`src/mdsr_pkg.sv`:
```
// Constants and types shared by the motor driver status register bank
package mdsr_pkg;

   // ***********************************************************
   // Register offsets
   // ***********************************************************
   localparam logic [7:0] OFS_FAULT = 8'h00;
   localparam logic [7:0] OFS_SPEED = 8'h01;
   localparam logic [7:0] OFS_VOLT  = 8'h04;
   localparam logic [7:0] OFS_CURR  = 8'h05;
   localparam logic [7:0] OFS_DUTY  = 8'h06;
   localparam logic [7:0] OFS_CFG0  = 8'h09;
   localparam logic [7:0] OFS_CFG1  = 8'h0a;
   localparam logic [7:0] OFS_CFG2  = 8'h0b;
   localparam logic [7:0] OFS_CFG3  = 8'h0c;
   localparam logic [7:0] OFS_CFG4  = 8'h0d;

   // ***********************************************************
   // Field positions
   // ***********************************************************
   localparam int BIT_FAULT        = 7;
   localparam int BIT_STALL        = 5;
   localparam int BIT_OVERCUR      = 4;
   localparam int BIT_OVERVOLT     = 3;
   localparam int BIT_THERMAL      = 2;
   localparam int BIT_PWR          = 1;
   localparam int CFG0_DRV_EN      = 7;
   localparam int CFG0_OVERVOLT_EN = 6;
   localparam int CFG0_STALL_EN    = 5;
   localparam int CFG0_CLR         = 1;
   localparam logic [7:0] CFG0_WMASK = 8'hf1;

   // Flag bank slots
   localparam int FLG_STALL    = 0;
   localparam int FLG_OVERCUR  = 1;
   localparam int FLG_OVERVOLT = 2;
   localparam int FLG_THERMAL  = 3;
   localparam int NFLAGS       = 4;

   // ***********************************************************
   // Reset values and widths
   // ***********************************************************
   localparam logic [7:0] RST_CFG0 = 8'h60;
   localparam logic [7:0] RST_CFG1 = 8'h00;
   localparam logic [7:0] RST_CFG2 = 8'h00;
   localparam logic [7:0] RST_CFG3 = 8'h63;
   localparam logic [7:0] RST_CFG4 = 8'h00;
   localparam int DUTY_W = 6;
   localparam logic [3:0] BYTE_BITS = 4'h8;

   // Serial engine states, one-hot
   typedef enum logic [8:0] {
      S_IDLE  = 9'h001,
      S_ADDR  = 9'h002,
      S_AACK  = 9'h004,
      S_PTR   = 9'h008,
      S_PACK  = 9'h010,
      S_WDATA = 9'h020,
      S_WACK  = 9'h040,
      S_RDATA = 9'h080,
      S_RACK  = 9'h100
   } mdsr_state_t;

endpackage : mdsr_pkg

```
`src/mdsr_flags_if.sv`:
```
// Interface between the register bank and its sticky flag bank
`timescale 1ns/1ps
`default_nettype none
interface mdsr_flags_if #(
   parameter int N = 4
);
   logic [N-1:0] set;
   logic         clr;
   logic [N-1:0] flags;

   modport bank (input set, input clr, output flags);
   modport ctl  (output set, output clr, input flags);
endinterface : mdsr_flags_if
`default_nettype wire

```
`src/mdsr_flag_bank.sv`:
```
// Bank of sticky fault flags with a common clear
`timescale 1ns/1ps
`default_nettype none
module mdsr_flag_bank #(
   parameter int N = 4
) (
   input  wire logic  clk_sys_i,
   input  wire logic  nrst_i,
   input  wire logic  ce_i,
   mdsr_flags_if.bank fl
);
   // Set beats clear so a fault in the clearing cycle survives
   always_ff @(posedge clk_sys_i or negedge nrst_i) begin
      if (!nrst_i) begin
         fl.flags <= '0;
      end else if (ce_i) begin
         fl.flags <= (fl.flags & ~{N{fl.clr}}) | fl.set;
      end
   end
endmodule : mdsr_flag_bank
`default_nettype wire

```
`src/mdsr_sync.sv`:
```
// Two-stage synchroniser for asynchronous inputs
`timescale 1ns/1ps
`default_nettype none
module mdsr_sync #(
   parameter int W = 1
) (
   input  wire logic         clk_sys_i,
   input  wire logic         nrst_i,
   input  wire logic         ce_i,
   input  wire logic [W-1:0] d_i,
   output logic      [W-1:0] q_o
);
   logic [W-1:0] meta_r;

   // First stage feeds only the second
   always_ff @(posedge clk_sys_i or negedge nrst_i) begin
      if (!nrst_i) begin
         meta_r <= '0;
         q_o    <= '0;
      end else if (ce_i) begin
         meta_r <= d_i;
         q_o    <= meta_r;
      end
   end
endmodule : mdsr_sync
`default_nettype wire

```
`src/mdsr_top.sv`:
```
// Status register bank of the motor driver with its serial register port
`timescale 1ns/1ps
`default_nettype none

// Behaviour
// - Summary fault bit 7 high while any fault; fault pin pulled low then.
// - Without faults summary bit reads zero and fault pin is released.
// - Stall detection sets fault bit 5.
// - Overcurrent event sets fault bit 4, zero otherwise.
// - Overvoltage event sets fault bit 3, zero otherwise.
// - Thermal shutdown event sets fault bit 2, zero otherwise.
// - Power-up flag bit 1 held low after supply good until a clear.
// - First clear-faults command after power-up latches power-up flag high.
// - Offset 0x01 shows the 8-bit ripple speed estimate.
// - Offset 0x04 shows 8-bit terminal voltage code, E4h is 38 V.
// - Offset 0x05 shows 8-bit winding current code, C0h is maximum.
// - Offset 0x06 shows 6-bit bridge duty in bits 5-0, upper bits zero.
// - Duty readout only meaningful while speed or voltage regulation runs.
// - Configuration registers at 9h to Dh; first resets to 60h.
// - Writing one to clear-faults clears latched flags; bit self-clears.
module mdsr_top #(
   parameter logic [6:0] DEV_ADDR = 7'h2a  // Arbitrary default address
) (
   input  wire logic        clk_sys_i,
   input  wire logic        nrst_i,
   input  wire logic        ce_i,
   input  wire logic        scl_i,
   input  wire logic        sda_i,
   output logic             sda_o,
   output logic             sda_oe_o,
   input  wire logic        stall_det_i,
   input  wire logic        overcurrent_det_i,
   input  wire logic        overvoltage_det_i,
   input  wire logic        thermal_det_i,
   input  wire logic        supply_above_uv_i,
   input  wire logic [7:0]  speed_est_i,
   input  wire logic [7:0]  terminal_voltage_code_i,
   input  wire logic [7:0]  winding_current_code_i,
   input  wire logic [5:0]  duty_cycle_i,
   input  wire logic        regulation_active_i,
   output logic             fault_out_low_pin_n_o,
   output logic             fault_out_low_pin_oe_o,
   output logic [7:0]       fault_enable_config_o,
   output logic [15:0]      inrush_time_o,
   output logic [7:0]       mode_config_o,
   output logic [7:0]       control_config_o
);

   // ***********************************************************
   // Declarations
   // ***********************************************************
   mdsr_pkg::mdsr_state_t state_r;
   logic [4:0]  ev_s;
   logic [1:0]  bus_s;
   logic        scl_d_r;
   logic        sda_d_r;
   logic        scl_rise;
   logic        scl_fall;
   logic        start_det;
   logic        stop_det;
   logic [3:0]  cnt_r;
   logic [7:0]  sh_r;
   logic [7:0]  tx_r;
   logic [7:0]  ptr_r;
   logic        rw_r;
   logic        nack_r;
   logic        wr_stb_r;
   logic [7:0]  wr_ofs_r;
   logic [7:0]  wr_dat_r;
   logic        clr_r;
   logic        pwr_flag_r;
   logic        any_fault;
   logic [7:0]  speed_r;
   logic [7:0]  volt_r;
   logic [7:0]  curr_r;
   logic [5:0]  duty_r;
   logic [7:0]  fault_byte;
   logic [7:0]  rd_byte;
   logic [7:0]  ptr_nxt;

   mdsr_flags_if #(.N(mdsr_pkg::NFLAGS)) fl ();

   // ***********************************************************
   // Input synchronisers
   // ***********************************************************
   // Analog comparators and bus pins are asynchronous to clk_sys_i
   mdsr_sync #(.W(5)) u_ev_sync (
      .clk_sys_i (clk_sys_i),
      .nrst_i    (nrst_i),
      .ce_i      (ce_i),
      .d_i       ({supply_above_uv_i, thermal_det_i, overvoltage_det_i,
                   overcurrent_det_i, stall_det_i}),
      .q_o       (ev_s)
   );

   // Idle bus level is high, but reset to low avoids a false start
   mdsr_sync #(.W(2)) u_bus_sync (
      .clk_sys_i (clk_sys_i),
      .nrst_i    (nrst_i),
      .ce_i      (ce_i),
      .d_i       ({scl_i, sda_i}),
      .q_o       (bus_s)
   );

   // Delayed copies for edge detection on the synchronised lines
   always_ff @(posedge clk_sys_i or negedge nrst_i) begin
      if (!nrst_i) begin
         scl_d_r <= 1'b0;
         sda_d_r <= 1'b0;
      end else if (ce_i) begin
         scl_d_r <= bus_s[1];
         sda_d_r <= bus_s[0];
      end
   end

   // Bus conditions
   assign scl_rise  = bus_s[1] & ~scl_d_r;
   assign scl_fall  = ~bus_s[1] & scl_d_r;
   assign start_det = bus_s[1] & scl_d_r & sda_d_r & ~bus_s[0];
   assign stop_det  = bus_s[1] & scl_d_r & ~sda_d_r & bus_s[0];
   assign ptr_nxt   = ptr_r + 8'h01;

   // ***********************************************************
   // Fault flags
   // ***********************************************************
   // Disabled detectors never set their flag
   assign fl.set[mdsr_pkg::FLG_STALL] =
      ev_s[0] & fault_enable_config_o[mdsr_pkg::CFG0_STALL_EN];
   assign fl.set[mdsr_pkg::FLG_OVERCUR] = ev_s[1];
   assign fl.set[mdsr_pkg::FLG_OVERVOLT] =
      ev_s[2] & fault_enable_config_o[mdsr_pkg::CFG0_OVERVOLT_EN];
   assign fl.set[mdsr_pkg::FLG_THERMAL] = ev_s[3];
   assign fl.clr = clr_r;

   mdsr_flag_bank #(.N(mdsr_pkg::NFLAGS)) u_flags (
      .clk_sys_i (clk_sys_i),
      .nrst_i    (nrst_i),
      .ce_i      (ce_i),
      .fl        (fl)
   );

   // Summary is the OR of latched flags, power-up flag excluded
   assign any_fault = |fl.flags;

   // Power-up flag: low while supply is low, high after first clear
   always_ff @(posedge clk_sys_i or negedge nrst_i) begin
      if (!nrst_i) begin
         pwr_flag_r <= 1'b0;
      end else if (ce_i) begin
         if (!ev_s[4]) begin
            pwr_flag_r <= 1'b0;
         end else if (clr_r) begin
            pwr_flag_r <= 1'b1;
         end
      end
   end

   // Open-drain fault pin, pulled low only while a fault is latched
   always_ff @(posedge clk_sys_i or negedge nrst_i) begin
      if (!nrst_i) begin
         fault_out_low_pin_n_o  <= 1'b1;
         fault_out_low_pin_oe_o <= 1'b0;
      end else if (ce_i) begin
         fault_out_low_pin_n_o  <= ~any_fault;
         fault_out_low_pin_oe_o <= any_fault;
      end
   end

   // ***********************************************************
   // Measurement readouts
   // ***********************************************************
   // Duty holds its last value when regulation is off; do not rely on it
   always_ff @(posedge clk_sys_i or negedge nrst_i) begin
      if (!nrst_i) begin
         speed_r <= 8'h00;
         volt_r  <= 8'h00;
         curr_r  <= 8'h00;
         duty_r  <= 6'h00;
      end else if (ce_i) begin
         speed_r <= speed_est_i;
         volt_r  <= terminal_voltage_code_i;
         curr_r  <= winding_current_code_i;
         if (regulation_active_i) begin
            duty_r <= duty_cycle_i;
         end
      end
   end

   // ***********************************************************
   // Read multiplexer
   // ***********************************************************
   always_comb begin
      fault_byte = 8'h00;
      fault_byte[mdsr_pkg::BIT_FAULT] = any_fault;
      fault_byte[mdsr_pkg::BIT_STALL] = fl.flags[mdsr_pkg::FLG_STALL];
      fault_byte[mdsr_pkg::BIT_OVERCUR]  = fl.flags[mdsr_pkg::FLG_OVERCUR];
      fault_byte[mdsr_pkg::BIT_OVERVOLT] = fl.flags[mdsr_pkg::FLG_OVERVOLT];
      fault_byte[mdsr_pkg::BIT_THERMAL]  = fl.flags[mdsr_pkg::FLG_THERMAL];
      fault_byte[mdsr_pkg::BIT_PWR]   = pwr_flag_r;
   end

   // Reserved and unmapped offsets read zero
   always_comb begin
      rd_byte = 8'h00;
      unique case (ptr_r)
         mdsr_pkg::OFS_FAULT: rd_byte = fault_byte;
         mdsr_pkg::OFS_SPEED: rd_byte = speed_r;
         mdsr_pkg::OFS_VOLT:  rd_byte = volt_r;
         mdsr_pkg::OFS_CURR:  rd_byte = curr_r;
         mdsr_pkg::OFS_DUTY:  rd_byte = {2'h0, duty_r};
         mdsr_pkg::OFS_CFG0:  rd_byte = fault_enable_config_o;
         mdsr_pkg::OFS_CFG1:  rd_byte = inrush_time_o[7:0];
         mdsr_pkg::OFS_CFG2:  rd_byte = inrush_time_o[15:8];
         mdsr_pkg::OFS_CFG3:  rd_byte = mode_config_o;
         mdsr_pkg::OFS_CFG4:  rd_byte = control_config_o;
         default:             rd_byte = 8'h00;
      endcase
   end

   // ***********************************************************
   // Serial register port engine
   // ***********************************************************
   // Sampling on rise, driving on fall; start and stop win over edges
   always_ff @(posedge clk_sys_i or negedge nrst_i) begin
      if (!nrst_i) begin
         state_r  <= mdsr_pkg::S_IDLE;
         cnt_r    <= 4'h0;
         sh_r     <= 8'h00;
         tx_r     <= 8'h00;
         ptr_r    <= 8'h00;
         rw_r     <= 1'b0;
         nack_r   <= 1'b0;
         sda_oe_o <= 1'b0;
         wr_stb_r <= 1'b0;
         wr_ofs_r <= 8'h00;
         wr_dat_r <= 8'h00;
      end else if (ce_i) begin
         wr_stb_r <= 1'b0;
         if (start_det) begin
            state_r  <= mdsr_pkg::S_ADDR;
            cnt_r    <= 4'h0;
            sda_oe_o <= 1'b0;
         end else if (stop_det) begin
            state_r  <= mdsr_pkg::S_IDLE;
            sda_oe_o <= 1'b0;
         end else if (scl_rise) begin
            unique case (state_r)
               mdsr_pkg::S_ADDR, mdsr_pkg::S_PTR, mdsr_pkg::S_WDATA: begin
                  sh_r  <= {sh_r[6:0], bus_s[0]};
                  cnt_r <= cnt_r + 4'h1;
               end
               mdsr_pkg::S_RACK: begin
                  nack_r <= bus_s[0];
               end
               default: begin
               end
            endcase
         end else if (scl_fall) begin
            unique case (state_r)
               mdsr_pkg::S_ADDR: begin
                  if (cnt_r == mdsr_pkg::BYTE_BITS) begin
                     if (sh_r[7:1] == DEV_ADDR) begin
                        rw_r     <= sh_r[0];
                        sda_oe_o <= 1'b1;
                        state_r  <= mdsr_pkg::S_AACK;
                     end else begin
                        state_r  <= mdsr_pkg::S_IDLE;
                     end
                  end
               end
               mdsr_pkg::S_AACK: begin
                  cnt_r <= 4'h0;
                  if (rw_r) begin
                     tx_r     <= {rd_byte[6:0], 1'b0};
                     sda_oe_o <= ~rd_byte[7];
                     ptr_r    <= ptr_nxt;
                     cnt_r    <= 4'h1;
                     state_r  <= mdsr_pkg::S_RDATA;
                  end else begin
                     sda_oe_o <= 1'b0;
                     state_r  <= mdsr_pkg::S_PTR;
                  end
               end
               mdsr_pkg::S_PTR: begin
                  if (cnt_r == mdsr_pkg::BYTE_BITS) begin
                     ptr_r    <= sh_r;
                     sda_oe_o <= 1'b1;
                     state_r  <= mdsr_pkg::S_PACK;
                  end
               end
               mdsr_pkg::S_PACK, mdsr_pkg::S_WACK: begin
                  sda_oe_o <= 1'b0;
                  cnt_r    <= 4'h0;
                  state_r  <= mdsr_pkg::S_WDATA;
               end
               mdsr_pkg::S_WDATA: begin
                  if (cnt_r == mdsr_pkg::BYTE_BITS) begin
                     wr_stb_r <= 1'b1;
                     wr_ofs_r <= ptr_r;
                     wr_dat_r <= sh_r;
                     ptr_r    <= ptr_nxt;
                     sda_oe_o <= 1'b1;
                     state_r  <= mdsr_pkg::S_WACK;
                  end
               end
               mdsr_pkg::S_RDATA: begin
                  if (cnt_r == mdsr_pkg::BYTE_BITS) begin
                     sda_oe_o <= 1'b0;
                     state_r  <= mdsr_pkg::S_RACK;
                  end else begin
                     sda_oe_o <= ~tx_r[7];
                     tx_r     <= {tx_r[6:0], 1'b0};
                     cnt_r    <= cnt_r + 4'h1;
                  end
               end
               mdsr_pkg::S_RACK: begin
                  if (nack_r) begin
                     state_r  <= mdsr_pkg::S_IDLE;
                  end else begin
                     tx_r     <= {rd_byte[6:0], 1'b0};
                     sda_oe_o <= ~rd_byte[7];
                     ptr_r    <= ptr_nxt;
                     cnt_r    <= 4'h1;
                     state_r  <= mdsr_pkg::S_RDATA;
                  end
               end
               default: begin
               end
            endcase
         end
      end
   end

   // Open-drain data line only ever pulls low
   always_ff @(posedge clk_sys_i or negedge nrst_i) begin
      if (!nrst_i) begin
         sda_o <= 1'b0;
      end else if (ce_i) begin
         sda_o <= 1'b0;
      end
   end

   // ***********************************************************
   // Configuration registers
   // ***********************************************************
   // Status offsets and unmapped offsets fall through untouched
   always_ff @(posedge clk_sys_i or negedge nrst_i) begin
      if (!nrst_i) begin
         fault_enable_config_o <= mdsr_pkg::RST_CFG0;
         inrush_time_o         <= {mdsr_pkg::RST_CFG2, mdsr_pkg::RST_CFG1};
         mode_config_o         <= mdsr_pkg::RST_CFG3;
         control_config_o      <= mdsr_pkg::RST_CFG4;
      end else if (ce_i && wr_stb_r) begin
         unique case (wr_ofs_r)
            mdsr_pkg::OFS_CFG0: begin
               // Clear bit never stored, so it reads back zero
               fault_enable_config_o <= wr_dat_r & mdsr_pkg::CFG0_WMASK;
            end
            mdsr_pkg::OFS_CFG1: inrush_time_o[7:0]  <= wr_dat_r;
            mdsr_pkg::OFS_CFG2: inrush_time_o[15:8] <= wr_dat_r;
            mdsr_pkg::OFS_CFG3: mode_config_o       <= wr_dat_r;
            mdsr_pkg::OFS_CFG4: control_config_o    <= wr_dat_r;
            default: begin
            end
         endcase
      end
   end

   // One-cycle clear pulse from a write of one to the clear bit
   always_ff @(posedge clk_sys_i or negedge nrst_i) begin
      if (!nrst_i) begin
         clr_r <= 1'b0;
      end else if (ce_i) begin
         clr_r <= wr_stb_r && (wr_ofs_r == mdsr_pkg::OFS_CFG0) &&
                  wr_dat_r[mdsr_pkg::CFG0_CLR];
      end
   end

endmodule : mdsr_top
`default_nettype wire
```
`config.mk`:
```
export PLATFORM = sky130hd
export DESIGN_NAME = mdsr_top
export DESIGN_NICKNAME = d
export VERILOG_FILES = /design/src/mdsr_pkg.sv /design/src/mdsr_flags_if.sv /design/src/mdsr_flag_bank.sv /design/src/mdsr_sync.sv /design/src/mdsr_top.sv
export SDC_FILE = /design/constraint.sdc
export NUM_CORES = 1
export LEC_CHECK = 0
export BUFFER_PORTS_ARGS = -buffer_cell sky130_fd_sc_hd__buf_4
export CAP_MARGIN = 20
export CELL_PAD_IN_SITES_DETAIL_PLACEMENT = 0
export CELL_PAD_IN_SITES_GLOBAL_PLACEMENT = 1
export CORE_UTILIZATION = 47
export DETAILED_ROUTE_END_ITERATION = 6
export GPL_ROUTABILITY_DRIVEN = 0
export PLACE_DENSITY = 0.87
export SLEW_MARGIN = 20
export SYNTH_ARGS = -nofsm -noshare
export SYNTH_HDL_FRONTEND = slang
export SYNTH_SLANG_ARGS = --single-unit
```
`constraint.sdc`:
```
create_clock -name clk_sys_i -period 3.3 [get_ports clk_sys_i]
set_clock_uncertainty 0.2 [all_clocks]
set_input_delay 0.66 -clock clk_sys_i [delete_from_list [all_inputs] [get_ports clk_sys_i]]
set_output_delay 0.66 -clock clk_sys_i [all_outputs]
set_load 0.02 [all_outputs]
```
==> results of run 1 <==
## per-stage QoR
stage          cells  power [mW]  utilization
2_1_floorplan    624       2.849            -
3_3_place_gp     864       3.155       0.5424
3_5_place_dp     864       3.184       0.5424
4_1_cts          897       5.123       0.5834
5_1_grt          897       5.326       0.5834
6_report         897       5.109       0.5834
## layer usage
| metal | up-vias | share of wire | wire, µm | track usage |
|---|---|---|---|---|
| li1 | 2443 | - | - | - |
| met1 | 2690 | 0.45 | 8296 | 0.3460 |
| met2 | 251 | 0.45 | 8365 | 0.3572 |
| met3 | 38 | 0.075 | 1385 | 0.07392 |
| met4 | 0 | 0.023 | 422 | 0.07725 |
| met5 | - | 0 | 0 | 0 |
## critical path, delay by kind of cell, from the launching register on
kind	cells	cell delay (ns)
AOI/OAI and AO/OA	2	0.58
DFF	1	0.45
muxes	1	0.34
and+or+nand+nor	3	1.06
## power by group
group	total [mW]	internal [mW]	switching, mW
Combinational	0.990	0.416	0.574
Sequential	2.18	1.97	0.204
Clock	1.94	1.13	0.808
## what timing repair did
action / 4_1_cts / 5_1_grt
setup buffers: 0 / 0
endpoints found under the hold margin: 7 / 0
hold buffers: 1 / 0
## final cells by class
cell class              count  share of cell area
repair buffers             92             0.08242
clock buffers              17             0.04943
clock inverters            15             0.01962
well taps                 184             0.02675
flip-flops and latches    147              0.4286
multi-input cells         426              0.3862
inverters                  16            0.006978
## cells in the mapped netlist (all sizes together) (4+ instances only)
master,instances
a21oi,19
a22o,6
a22oi,13
a31oi,7
a32o,5
and2,7
buf,20
clkbuf,15
dfrtp,139
dfstp,8
ha,9
inv,16
mux2,116
mux2i,10
nand2,47
nand2b,9
nand3,17
nor2,27
nor2b,8
nor3,10
nor4,8
o211ai,4
o21a,6
o21ai,18
o22a,4
o22ai,10
xor2,4
## flip-flops by register name, indices dropped and copies added, names as in the netlist, 4 cells and up
| signal | cells |
|---|---|
| inrush_time_o | 16 |
| state_r | 9 |
| control_config_o | 8 |
| curr_r | 8 |
| mode_config_o | 8 |
| ptr_r | 8 |
| sh_r | 8 |
| speed_r | 8 |
| volt_r | 8 |
| wr_dat_r | 8 |
| wr_ofs_r | 8 |
| tx_r | 7 |
| duty_r | 6 |
| fault_enable_config_o | 5 |
| u_ev_sync.meta_r | 5 |
| u_ev_sync.q_o | 5 |
| cnt_r | 4 |
| u_flags.fl.flags | 4 |
## worst min-delay path by stage
stage	end	cells past startpoint	slack, ns	from
6_report	curr_r[3]$_DFFE_PN0P_	3	0.25	winding_current_code_i[3]
4_1_cts	curr_r[3]$_DFFE_PN0P_	3	0.25	winding_current_code_i[3]
2_1_floorplan	clr_r$_DFFE_PN0P_	0	0.16	nrst_i
3_5_place_dp	wr_stb_r$_DFFE_PN0P_	1	0.27	wr_stb_r$_DFFE_PN0P_
5_1_grt	curr_r[3]$_DFFE_PN0P_	3	0.26	winding_current_code_i[3]
3_3_place_gp	fault_out_low_pin_n_o$_DFFE_PN1P_	2	0.26	fault_out_low_pin_n_o$_DFFE_PN1P_
## cell families (layout without fill, tap and decap cells)
| group | Yosys count | count (layout) | share of synthesized area |
|---|---|---|---|
| and+or+nand+nor | 154 | 154 | 0.1097 |
| DFF | 147 | 147 | 0.5099 |
| AOI/OAI and AO/OA | 127 | 127 | 0.1264 |
| muxes | 126 | 126 | 0.1985 |
| buffers and inverters | 51 | 140 | 0.03217 |
| adders and majority gates | 9 | 9 | 0.01557 |
| xor gates and xnor gates | 6 | 6 | 0.007264 |
| other | 1 | 4 | 0.0005184 |
==> impl_metrics.env, run 1 <==
export IMPL_ys_ff_latch=147
export IMPL_maxCapViolCount=0
export IMPL_dpl_worst_slack_ns=0.5833
export IMPL_path_cells="nor4_2 > nand2_2 > or3_1 > a21oi_2 > a211o_1 > mux2_4"
export IMPL_routed_via_density=6.045
export IMPL_synth_distinct_cells=71
export IMPL_drive_gt1_frac=0.3619
export IMPL_die_area_um2=15890
export IMPL_vias=5422
export IMPL_cp_startpoint="state_r[4]$_DFFE_PN0P_"
export IMPL_worst_r2r_startpoint="state_r[4]$_DFFE_PN0P_"
export IMPL_end_kind="flop"
export IMPL_clkTransAtPathRegs_ns=0.06
export IMPL_routed_wl_um=18470
export IMPL_hold_class="input port to flop"
export IMPL_numCtsBuffers=17
export IMPL_synth_ff_type="dfrtp_1"
export IMPL_grt_first_pass_wirelength_um=29770
export IMPL_fin_ws_ns=0.5403
export IMPL_r2r_cells=6
export IMPL_antenna_found_initial=0
export IMPL_multi_input_area_um2=3324
export IMPL_rows=44
export IMPL_cts_tree="yes"
export IMPL_slowest_stage="nor4_2"
export IMPL_cellLeakagePower_nw=3.915
export IMPL_crit_end="state_r[6]$_DFFE_PN0P_"
export IMPL_cts_repair_resized=0
export IMPL_layout_commonest_cell="dfrtp_1"
export IMPL_syn2layout_area_growth_pct=18.97
export IMPL_grt_pass1_vias=5403
export IMPL_synth_edf_count=0
export IMPL_maxSlewViolCount=0
export IMPL_place_area_um2=8003
export IMPL_start_kind="flop"
export IMPL_coreArea_um2=14750
export IMPL_die_w_um=126.1
export IMPL_worst_ep_arrival_time_ns=2.86
export IMPL_finalHoldViolCount=0
export IMPL_grt_max_degree=57
export IMPL_synth_seq_area_share=0.5099
export IMPL_tightest_slew_ns=0.7113
export IMPL_final_area_um2=8607
export IMPL_p_per_area_nw_per_um2=593.6
export IMPL_fin_crit_ns=2.760
export IMPL_wire_per_inst_um=20.59
export IMPL_async_flop_share=1.000
export IMPL_ff_latch_area_um2=3689
export IMPL_hold_ws_ns=0.2544
export IMPL_layout_common_cells="dfrtp_1, mux2_2, buf_4, nand2_1, nor2_1"
export IMPL_cp_slowest_stage_delay_ns=0.47
export IMPL_synth_top_cell_by_area="dfrtp_1"
export IMPL_clk_path_buf_depth=2
export IMPL_worstSetupPathType="flop to flop"
export IMPL_drtIter0Drc=524
export IMPL_ant_nets=0
export IMPL_r2r_slack_ns=0.54
export IMPL_min_period_over_period=0.8363
export IMPL_grt_setup_unrepaired="no"
export IMPL_n_antenna_cell=0
export IMPL_cts_root_buffer="clkbuf_16"
export IMPL_worstPathRequired_ns=3.40
export IMPL_n_fill_cell=1218
export IMPL_die_y_um=126.1
export IMPL_dpl_hpwl_um=13430
export IMPL_path_max_fanout=9
export IMPL_cts_sinks=147
export IMPL_insertion_delay_ns=0.42
export IMPL_fmax_mhz=362.4
export IMPL_slew_headroom=0.5136
export IMPL_status="completed"
export IMPL_reg2reg_to="state_r[6]$_DFFE_PN0P_"
export IMPL_syn_inst=621
export IMPL_ys_warnings_count=0
export IMPL_synth_top_area_share=0.4808
export IMPL_synth_area_um2=7234
export IMPL_yosys_top_cells_area="dfrtp_1, mux2_2, dfstp_2"
export IMPL_num_io_pins=85
export IMPL_setup_tns_ns=0
export IMPL_initial_core_util=0.4903
export IMPL_ir_drop_uv=518.5
export IMPL_first_pass_iters=6
export IMPL_setup_violations=0
export IMPL_gr_total_overflow=0
export IMPL_syn_area_per_cell_um2=11.65
export IMPL_grt_total_usage=0.2439
export IMPL_nets=750
export IMPL_drc_errors=0
export IMPL_cts_max_level=4
export IMPL_port_buffers=80
No activity file was read; power rests on OpenSTA's default activity.
==> run 2: changes to the inputs <==
Settings changed: CORE_UTILIZATION 47 to 42, PLACE_DENSITY 0.87 to 0.83.
Clock period 3.3 ns to 2.3 ns, I/O delays scaled along.
==> run 2 against run 1 <==
Compared with the run above: the flow now finishes with violations (negative setup slack); non-clock buffer count up 90; register-to-register slack got worse by 0.70 ns; routed wire length up 14%; count of clock-buffer cells in the layout is 1 higher.
==> impl_metrics.env, run 2 (synthesis results as in run 1) <==
export IMPL_status="finished with violations"
export IMPL_violations="negative setup slack"
export IMPL_worstPathRequired_ns=2.41
export IMPL_largest_reg_flops=16
export IMPL_first_pass_iters=7
export IMPL_ant_nets=0
export IMPL_routed_wl_um=21100
export IMPL_cts_tree="yes"
export IMPL_r2r_slack_ns=-0.16
export IMPL_insertion_delay_ns=0.43
export IMPL_drtIter0Drc=471
export IMPL_setup_violations=17
export IMPL_num_io_pins=85
export IMPL_die_w_um=133.2
export IMPL_fmax_mhz=405.8
export IMPL_cellLeakagePower_nw=4.567
export IMPL_maxSlewViolCount=0
export IMPL_r2r_cells=9
export IMPL_fin_crit_ns=2.464
export IMPL_worst_ep_arrival_time_ns=2.57
export IMPL_clkTransAtPathRegs_ns=0.06
export IMPL_slowest_stage="dfrtp_1"
export IMPL_path_cells="buf_4 > nor4_4 > nand2_1 > buf_6 > o21ai_4 > nor2_1 > a211o_1 > buf_12 > mux2_4"
export IMPL_drc_errors=0
export IMPL_start_kind="flop"
export IMPL_grt_setup_unrepaired="yes"
export IMPL_die_y_um=133.2
export IMPL_dpl_worst_slack_ns=-0.5077
export IMPL_cp_slowest_stage_delay_ns=0.39
export IMPL_dpl_hpwl_um=14770
export IMPL_grt_max_degree=59
export IMPL_vias=5949
export IMPL_drive_gt1_frac=0.4776
export IMPL_end_kind="flop"
export IMPL_n_antenna_cell=0
export IMPL_regMostFlops="inrush_time_o"
export IMPL_initial_core_util=0.4332
export IMPL_layout_common_cells="buf_4, dfrtp_1, mux2_2, nand2_1, nor2_1"
export IMPL_clk_path_buf_depth=2
export IMPL_cts_root_buffer="clkbuf_16"
export IMPL_setup_tns_ns=-1.839
export IMPL_min_period_over_period=1.071
export IMPL_grt_first_pass_wirelength_um=32870
export IMPL_worstSetupPathType="flop to flop"
export IMPL_worst_path_stages=9
export IMPL_fin_ws_ns=-0.1640
export IMPL_gr_total_overflow=0
export IMPL_numCtsBuffers=17
export IMPL_reg2reg_to="state_r[7]$_DFFE_PN0P_"
export IMPL_cp_startpoint="state_r[4]$_DFFE_PN0P_"
export IMPL_grt_pass1_vias=6117
export IMPL_worst_r2r_startpoint="state_r[4]$_DFFE_PN0P_"
export IMPL_rows=47
export IMPL_maxCapViolCount=0
export IMPL_nets=841
export IMPL_die_area_um2=17750
export IMPL_coreArea_um2=16700
export IMPL_grt_total_usage=0.2421
export IMPL_hold_class="input port to flop"
export IMPL_finalHoldViolCount=0
export IMPL_largestRegisters="inrush_time_o (16), state_r (9)"
export IMPL_cts_max_level=4
export IMPL_p_per_area_nw_per_um2=845.4
export IMPL_crit_buf_inv=3
export IMPL_wire_per_inst_um=20.60
export IMPL_ir_drop_uv=624.2
export IMPL_tightest_slew_ns=0.5986
export IMPL_cts_sinks=147
export IMPL_layout_commonest_cell="buf_4"
export IMPL_critPathTopFamily="simple AND/OR/NAND/NOR gates"
export IMPL_path_max_fanout=9
export IMPL_slew_headroom=0.6009
export IMPL_port_buffers=80
export IMPL_crit_end="state_r[7]$_DFFE_PN0P_"
export IMPL_antenna_found_initial=0
export IMPL_routed_via_density=5.810
export IMPL_syn2layout_area_growth_pct=37.03
run 2: changes by cell type in the layout (fill, tap and decap cells not counted), moves of 3 or more:
cell | previous run | this run
nor2b_4 | 0 | 3
nor4_4 | 0 | 4
buf_6 | 1 | 15
o21ai_1 | 1 | 5
nand2_1 | 46 | 42
mux2_4 | 8 | 25
mux2_2 | 108 | 91
buf_12 | 1 | 10
buf_4 | 89 | 155
nor4_1 | 7 | 2
o21ai_0 | 16 | 11
run 2: worst register-to-register path, stage by stage (launching register included):
cell and delay [ns]:
dfrtp_1 0.39, buf_4 0.15, nor4_4 0.30, nand2_1 0.12, buf_6 0.16, o21ai_4 0.16
nor2_1 0.09, a211o_1 0.33, buf_12 0.16, mux2_4 0.30
run 2: worst min path at each step:
stage	slack, ns	cells past startpoint	to	startpoint
6_report	0.04	3	curr_r[3]$_DFFE_PN0P_	winding_current_code_i[3]
4_1_cts	0.04	3	curr_r[3]$_DFFE_PN0P_	winding_current_code_i[3]
5_1_grt	0.05	3	curr_r[3]$_DFFE_PN0P_	winding_current_code_i[3]
3_5_place_dp	0.21	1	u_ev_sync.meta_r[3]$_DFFE_PN0P_	nrst_i
3_3_place_gp	0.20	1	u_ev_sync.meta_r[3]$_DFFE_PN0P_	nrst_i
2_1_floorplan	-0.04	0	clr_r$_DFFE_PN0P_	nrst_i
run 2: repair_timing:
item,in CTS,in global routing
hold endpoints to repair,35,0
setup endpoints to repair,65,61
setup buffers,5,18
pin swaps,10,11
gates resized for setup,30,61
hold buffers,1,0
cloned,0,2
run 2: area by class of cell:
class | count | area, µm²
timing repair buffer | 182 | 1568
tap | 220 | 275.3
clock inverter | 14 | 187.7
inverter | 16 | 60.06
multi-input combinational | 427 | 3692
clock buffer | 18 | 439.2
sequential | 147 | 3691
fill | 1343 | 6788
run 2: report_power, final:
group	total [mW]	switching [mW]	internal [mW]
Combinational	2.36	1.22	1.14
Clock	2.97	1.20	1.77
Sequential	3.05	0.217	2.83
run 2: per-layer routing:
metal | vias to the layer above | track usage | wire length (µm)
met5 | - | 0 | 0
met4 | 0 | 0.1136 | 676
met3 | 57 | 0.05213 | 1270
met2 | 245 | 0.3791 | 10180
met1 | 3020 | 0.3208 | 8971
li1 | 2627 | - | -
run 2: metrics by stage:
step / util / area (µm²) / std cells / power, mW / hold WS [ns]
4_1_cts: 0.5667 / 9464 / 1006 / 8.138 / 0.03711
3_3_place_gp: 0.5183 / 8656 / 968 / 4.989 / 0.1977
3_5_place_dp: 0.5183 / 8656 / 968 / 5.052 / 0.2060
6_report: 0.5936 / 9913 / 1024 / 8.381 / 0.03916
2_1_floorplan: - / 7262 / 624 / 4.110 / -0.03559
5_1_grt: 0.5936 / 9913 / 1024 / 8.742 / 0.04780
==> run 3: changes to the inputs <==
--- a/config.mk
+++ b/config.mk
@@ -15,2 +15,3 @@
 export PLACE_DENSITY = 0.83
+export SKIP_LAST_GASP = 1
 export SLEW_MARGIN = 20
==> constraint.sdc (replaced) <==
create_clock -name clk_sys_i -period 2.3 [get_ports clk_sys_i]
set_clock_uncertainty 0.2 [all_clocks]
set_input_delay 0 -clock clk_sys_i [delete_from_list [all_inputs] [get_ports clk_sys_i]]
set_output_delay 0 -clock clk_sys_i [all_outputs]
set_load 0.02 [all_outputs]
==> run 3 against run 2 <==
Compared with the run above: the flow still finishes with violations (negative setup slack); hold slack better by 0.021 ns; final cell count rose by 5.5%; count of clock-buffer cells in the layout up 3; largest power group unchanged.
==> impl_metrics.env, run 3 (synthesis results as in run 1) <==
export IMPL_cellLeakagePower_nw=4.742
export IMPL_final_core_util=0.6144
export IMPL_regMostFlops="inrush_time_o"
export IMPL_cts_tree="yes"
export IMPL_n_fill_cell=1277
export IMPL_routed_via_density=5.818
export IMPL_worst_r2r_startpoint="state_r[8]$_DFFE_PN0P_"
export IMPL_die_y_um=133.2
export IMPL_crit_buf_inv=5
export IMPL_cts_root_buffer="clkbuf_16"
export IMPL_fin_crit_ns=2.465
export IMPL_start_kind="flop"
export IMPL_fmax_mhz=405.7
export IMPL_crit_top_cell="buf_4"
export IMPL_numCtsBuffers=17
export IMPL_largestRegisters="inrush_time_o (16), state_r (9)"
export IMPL_ir_drop_uv=612.2
export IMPL_p_per_area_nw_per_um2=807.0
export IMPL_coreArea_um2=16700
export IMPL_die_area_um2=17750
export IMPL_n_antenna_cell=0
export IMPL_port_buffers=80
export IMPL_drive_gt1_frac=0.4616
export IMPL_insertion_delay_ns=0.42
export IMPL_num_io_pins=85
export IMPL_end_kind="flop"
export IMPL_wire_per_inst_um=20.77
export IMPL_violations="negative setup slack"
export IMPL_cts_max_level=4
export IMPL_use_met3=0.06088
export IMPL_ant_nets=0
export IMPL_final_area_um2=10260
export IMPL_cp_slowest_stage_delay_ns=0.41
export IMPL_hold_depth=4
export IMPL_grt_util_met2=0.4132
export IMPL_layout_common_cells="buf_4, dfrtp_1, mux2_2, dlygate4sd3_1, nand2_1"
export IMPL_ff_latch_area_um2=3694
export IMPL_fin_ws_ns=-0.1648
export IMPL_status="finished with violations"
export IMPL_setup_violations=31
export IMPL_drtIter0Drc=478
export IMPL_antenna_found_initial=0
export IMPL_worstSetupPathType="flop to flop"
export IMPL_grt_busiest_layer="met2"
export IMPL_multi_input_area_um2=3573
export IMPL_maxCapViolCount=0
export IMPL_hold_path_end="curr_r[3]$_DFFE_PN0P_"
export IMPL_finalHoldViolCount=0
export IMPL_clk_path_buf_depth=2
export IMPL_dpl_hpwl_um=14900
export IMPL_grt_pass1_vias=6528
export IMPL_worst_ep_arrival_time_ns=2.57
export IMPL_tightest_slew_ns=0.6572
export IMPL_grt_met1_usage=0.3233
export IMPL_grt_setup_unrepaired="yes"
export IMPL_rows=47
export IMPL_path_cells="buf_6 > nor4_4 > nand2_2 > buf_4 > buf_4 > nor3_4 > buf_12 > clkbuf_16 > mux2_2"
export IMPL_syn2layout_area_growth_pct=41.84
export IMPL_power_mw=8.280
export IMPL_gr_total_overflow=0
export IMPL_hold_class="input port to flop"
export IMPL_hold_ws_ns=0.06029
export IMPL_clkTransAtPathRegs_ns=0.06
export IMPL_dpl_worst_slack_ns=-0.4300
export IMPL_nets=897
export IMPL_hold_path_startpoint="ce_i"
export IMPL_cts_sinks=147
export IMPL_largest_reg_flops=16
export IMPL_initial_core_util=0.4332
export IMPL_place_area_um2=8670
export IMPL_grt_max_degree=59
export IMPL_grt_total_usage=0.2560
export IMPL_first_pass_iters=5
export IMPL_r2r_slack_ns=-0.16
export IMPL_r2r_cells=9
export IMPL_critPathTopFamily="buffers and inverters"
export IMPL_slew_headroom=0.5619
export IMPL_drc_errors=0
export IMPL_vias=6283
export IMPL_die_w_um=133.2
export IMPL_grt_first_pass_wirelength_um=34920
export IMPL_reg2reg_to="wr_dat_r[3]$_DFFE_PN0P_"
export IMPL_routed_wl_um=22430
export IMPL_min_period_over_period=1.072
export IMPL_worstPathRequired_ns=2.41
export IMPL_layout_commonest_cell="buf_4"
export IMPL_slowest_stage="dfrtp_1"
export IMPL_maxSlewViolCount=0
export IMPL_path_max_fanout=8
-- run 3: cell count changes in the layout (fill, tap and decap cells not counted), sizes merged --
cell | previous run | this run
clkinvlp | 0 | 1
inv | 24 | 18
dlygate4sd3 | 1 | 46
clkbuf | 19 | 23
buf | 180 | 191
clkinv | 3 | 6
bufinv | 3 | 2
nor2b | 9 | 8
-- run 3: layout make-up --
class                      instances  area share
inverter                          16    0.005853
tap                              220     0.02683
timing repair buffer             239      0.2029
clock inverter                    11     0.01232
sequential                       147      0.3600
multi-input combinational        426      0.3483
clock buffer                      21     0.04390
-- run 3: stage by stage --
stage,setup TNS [ns],std cells
3_5_place_dp,-8.531,974
3_3_place_gp,-6.098,974
4_1_cts,-1.003,1059
6_report,-3.893,1080
2_1_floorplan,-0.5318,624
5_1_grt,-5.879,1080
-- run 3: what timing repair did --
| action | CTS | global route |
|---|---|---|
| hold buffers | 47 | 0 |
| cloned | 0 | 2 |
| hold endpoints to repair | 182 | 0 |
| resized for setup | 19 | 48 |
| pin swaps | 9 | 20 |
| setup buffers | 6 | 20 |
| setup endpoints to repair | 73 | 50 |
-- run 3: worst max-delay path by stage --
stage,start,to,slack [ns],depth (start not counted)
finish,state_r[8]$_DFFE_PN0P_,wr_dat_r[3]$_DFFE_PN0P_,-0.16,9
CTS,state_r[8]$_DFFE_PN0P_,state_r[7]$_DFFE_PN0P_,-0.11,8
detailed placement,state_r[0]$_DFFE_PN1P_,tx_r[4]$_DFFE_PN0P_,-0.43,7
global placement,state_r[0]$_DFFE_PN1P_,tx_r[7]$_DFFE_PN0P_,-0.27,7
floorplan,u_bus_sync.q_o[0]$_DFFE_PN0P_,wr_dat_r[7]$_DFFE_PN0P_,-0.04,7
global route,state_r[8]$_DFFE_PN0P_,wr_dat_r[0]$_DFFE_PN0P_,-0.21,9
-- run 3: worst reg2reg max path: cells and delay by family, from the launching register on --
family | cells | cell delay (ns)
buf+inv | 5 | 0.73
flops | 1 | 0.41
mux | 1 | 0.33
simple gates | 3 | 0.70
-- run 3: power by group --
group          switching, mW  internal (mW)
registers              0.229           2.84
clock network           1.10           1.63
logic                   1.23           1.26
total                   2.55           5.73
-- run 3: routing by layer --
metal	vias up	routed length (µm)
li1	2743	-
met1	3118	9144
met2	326	10680
met3	96	1519
met4	0	1086
met5	-	0
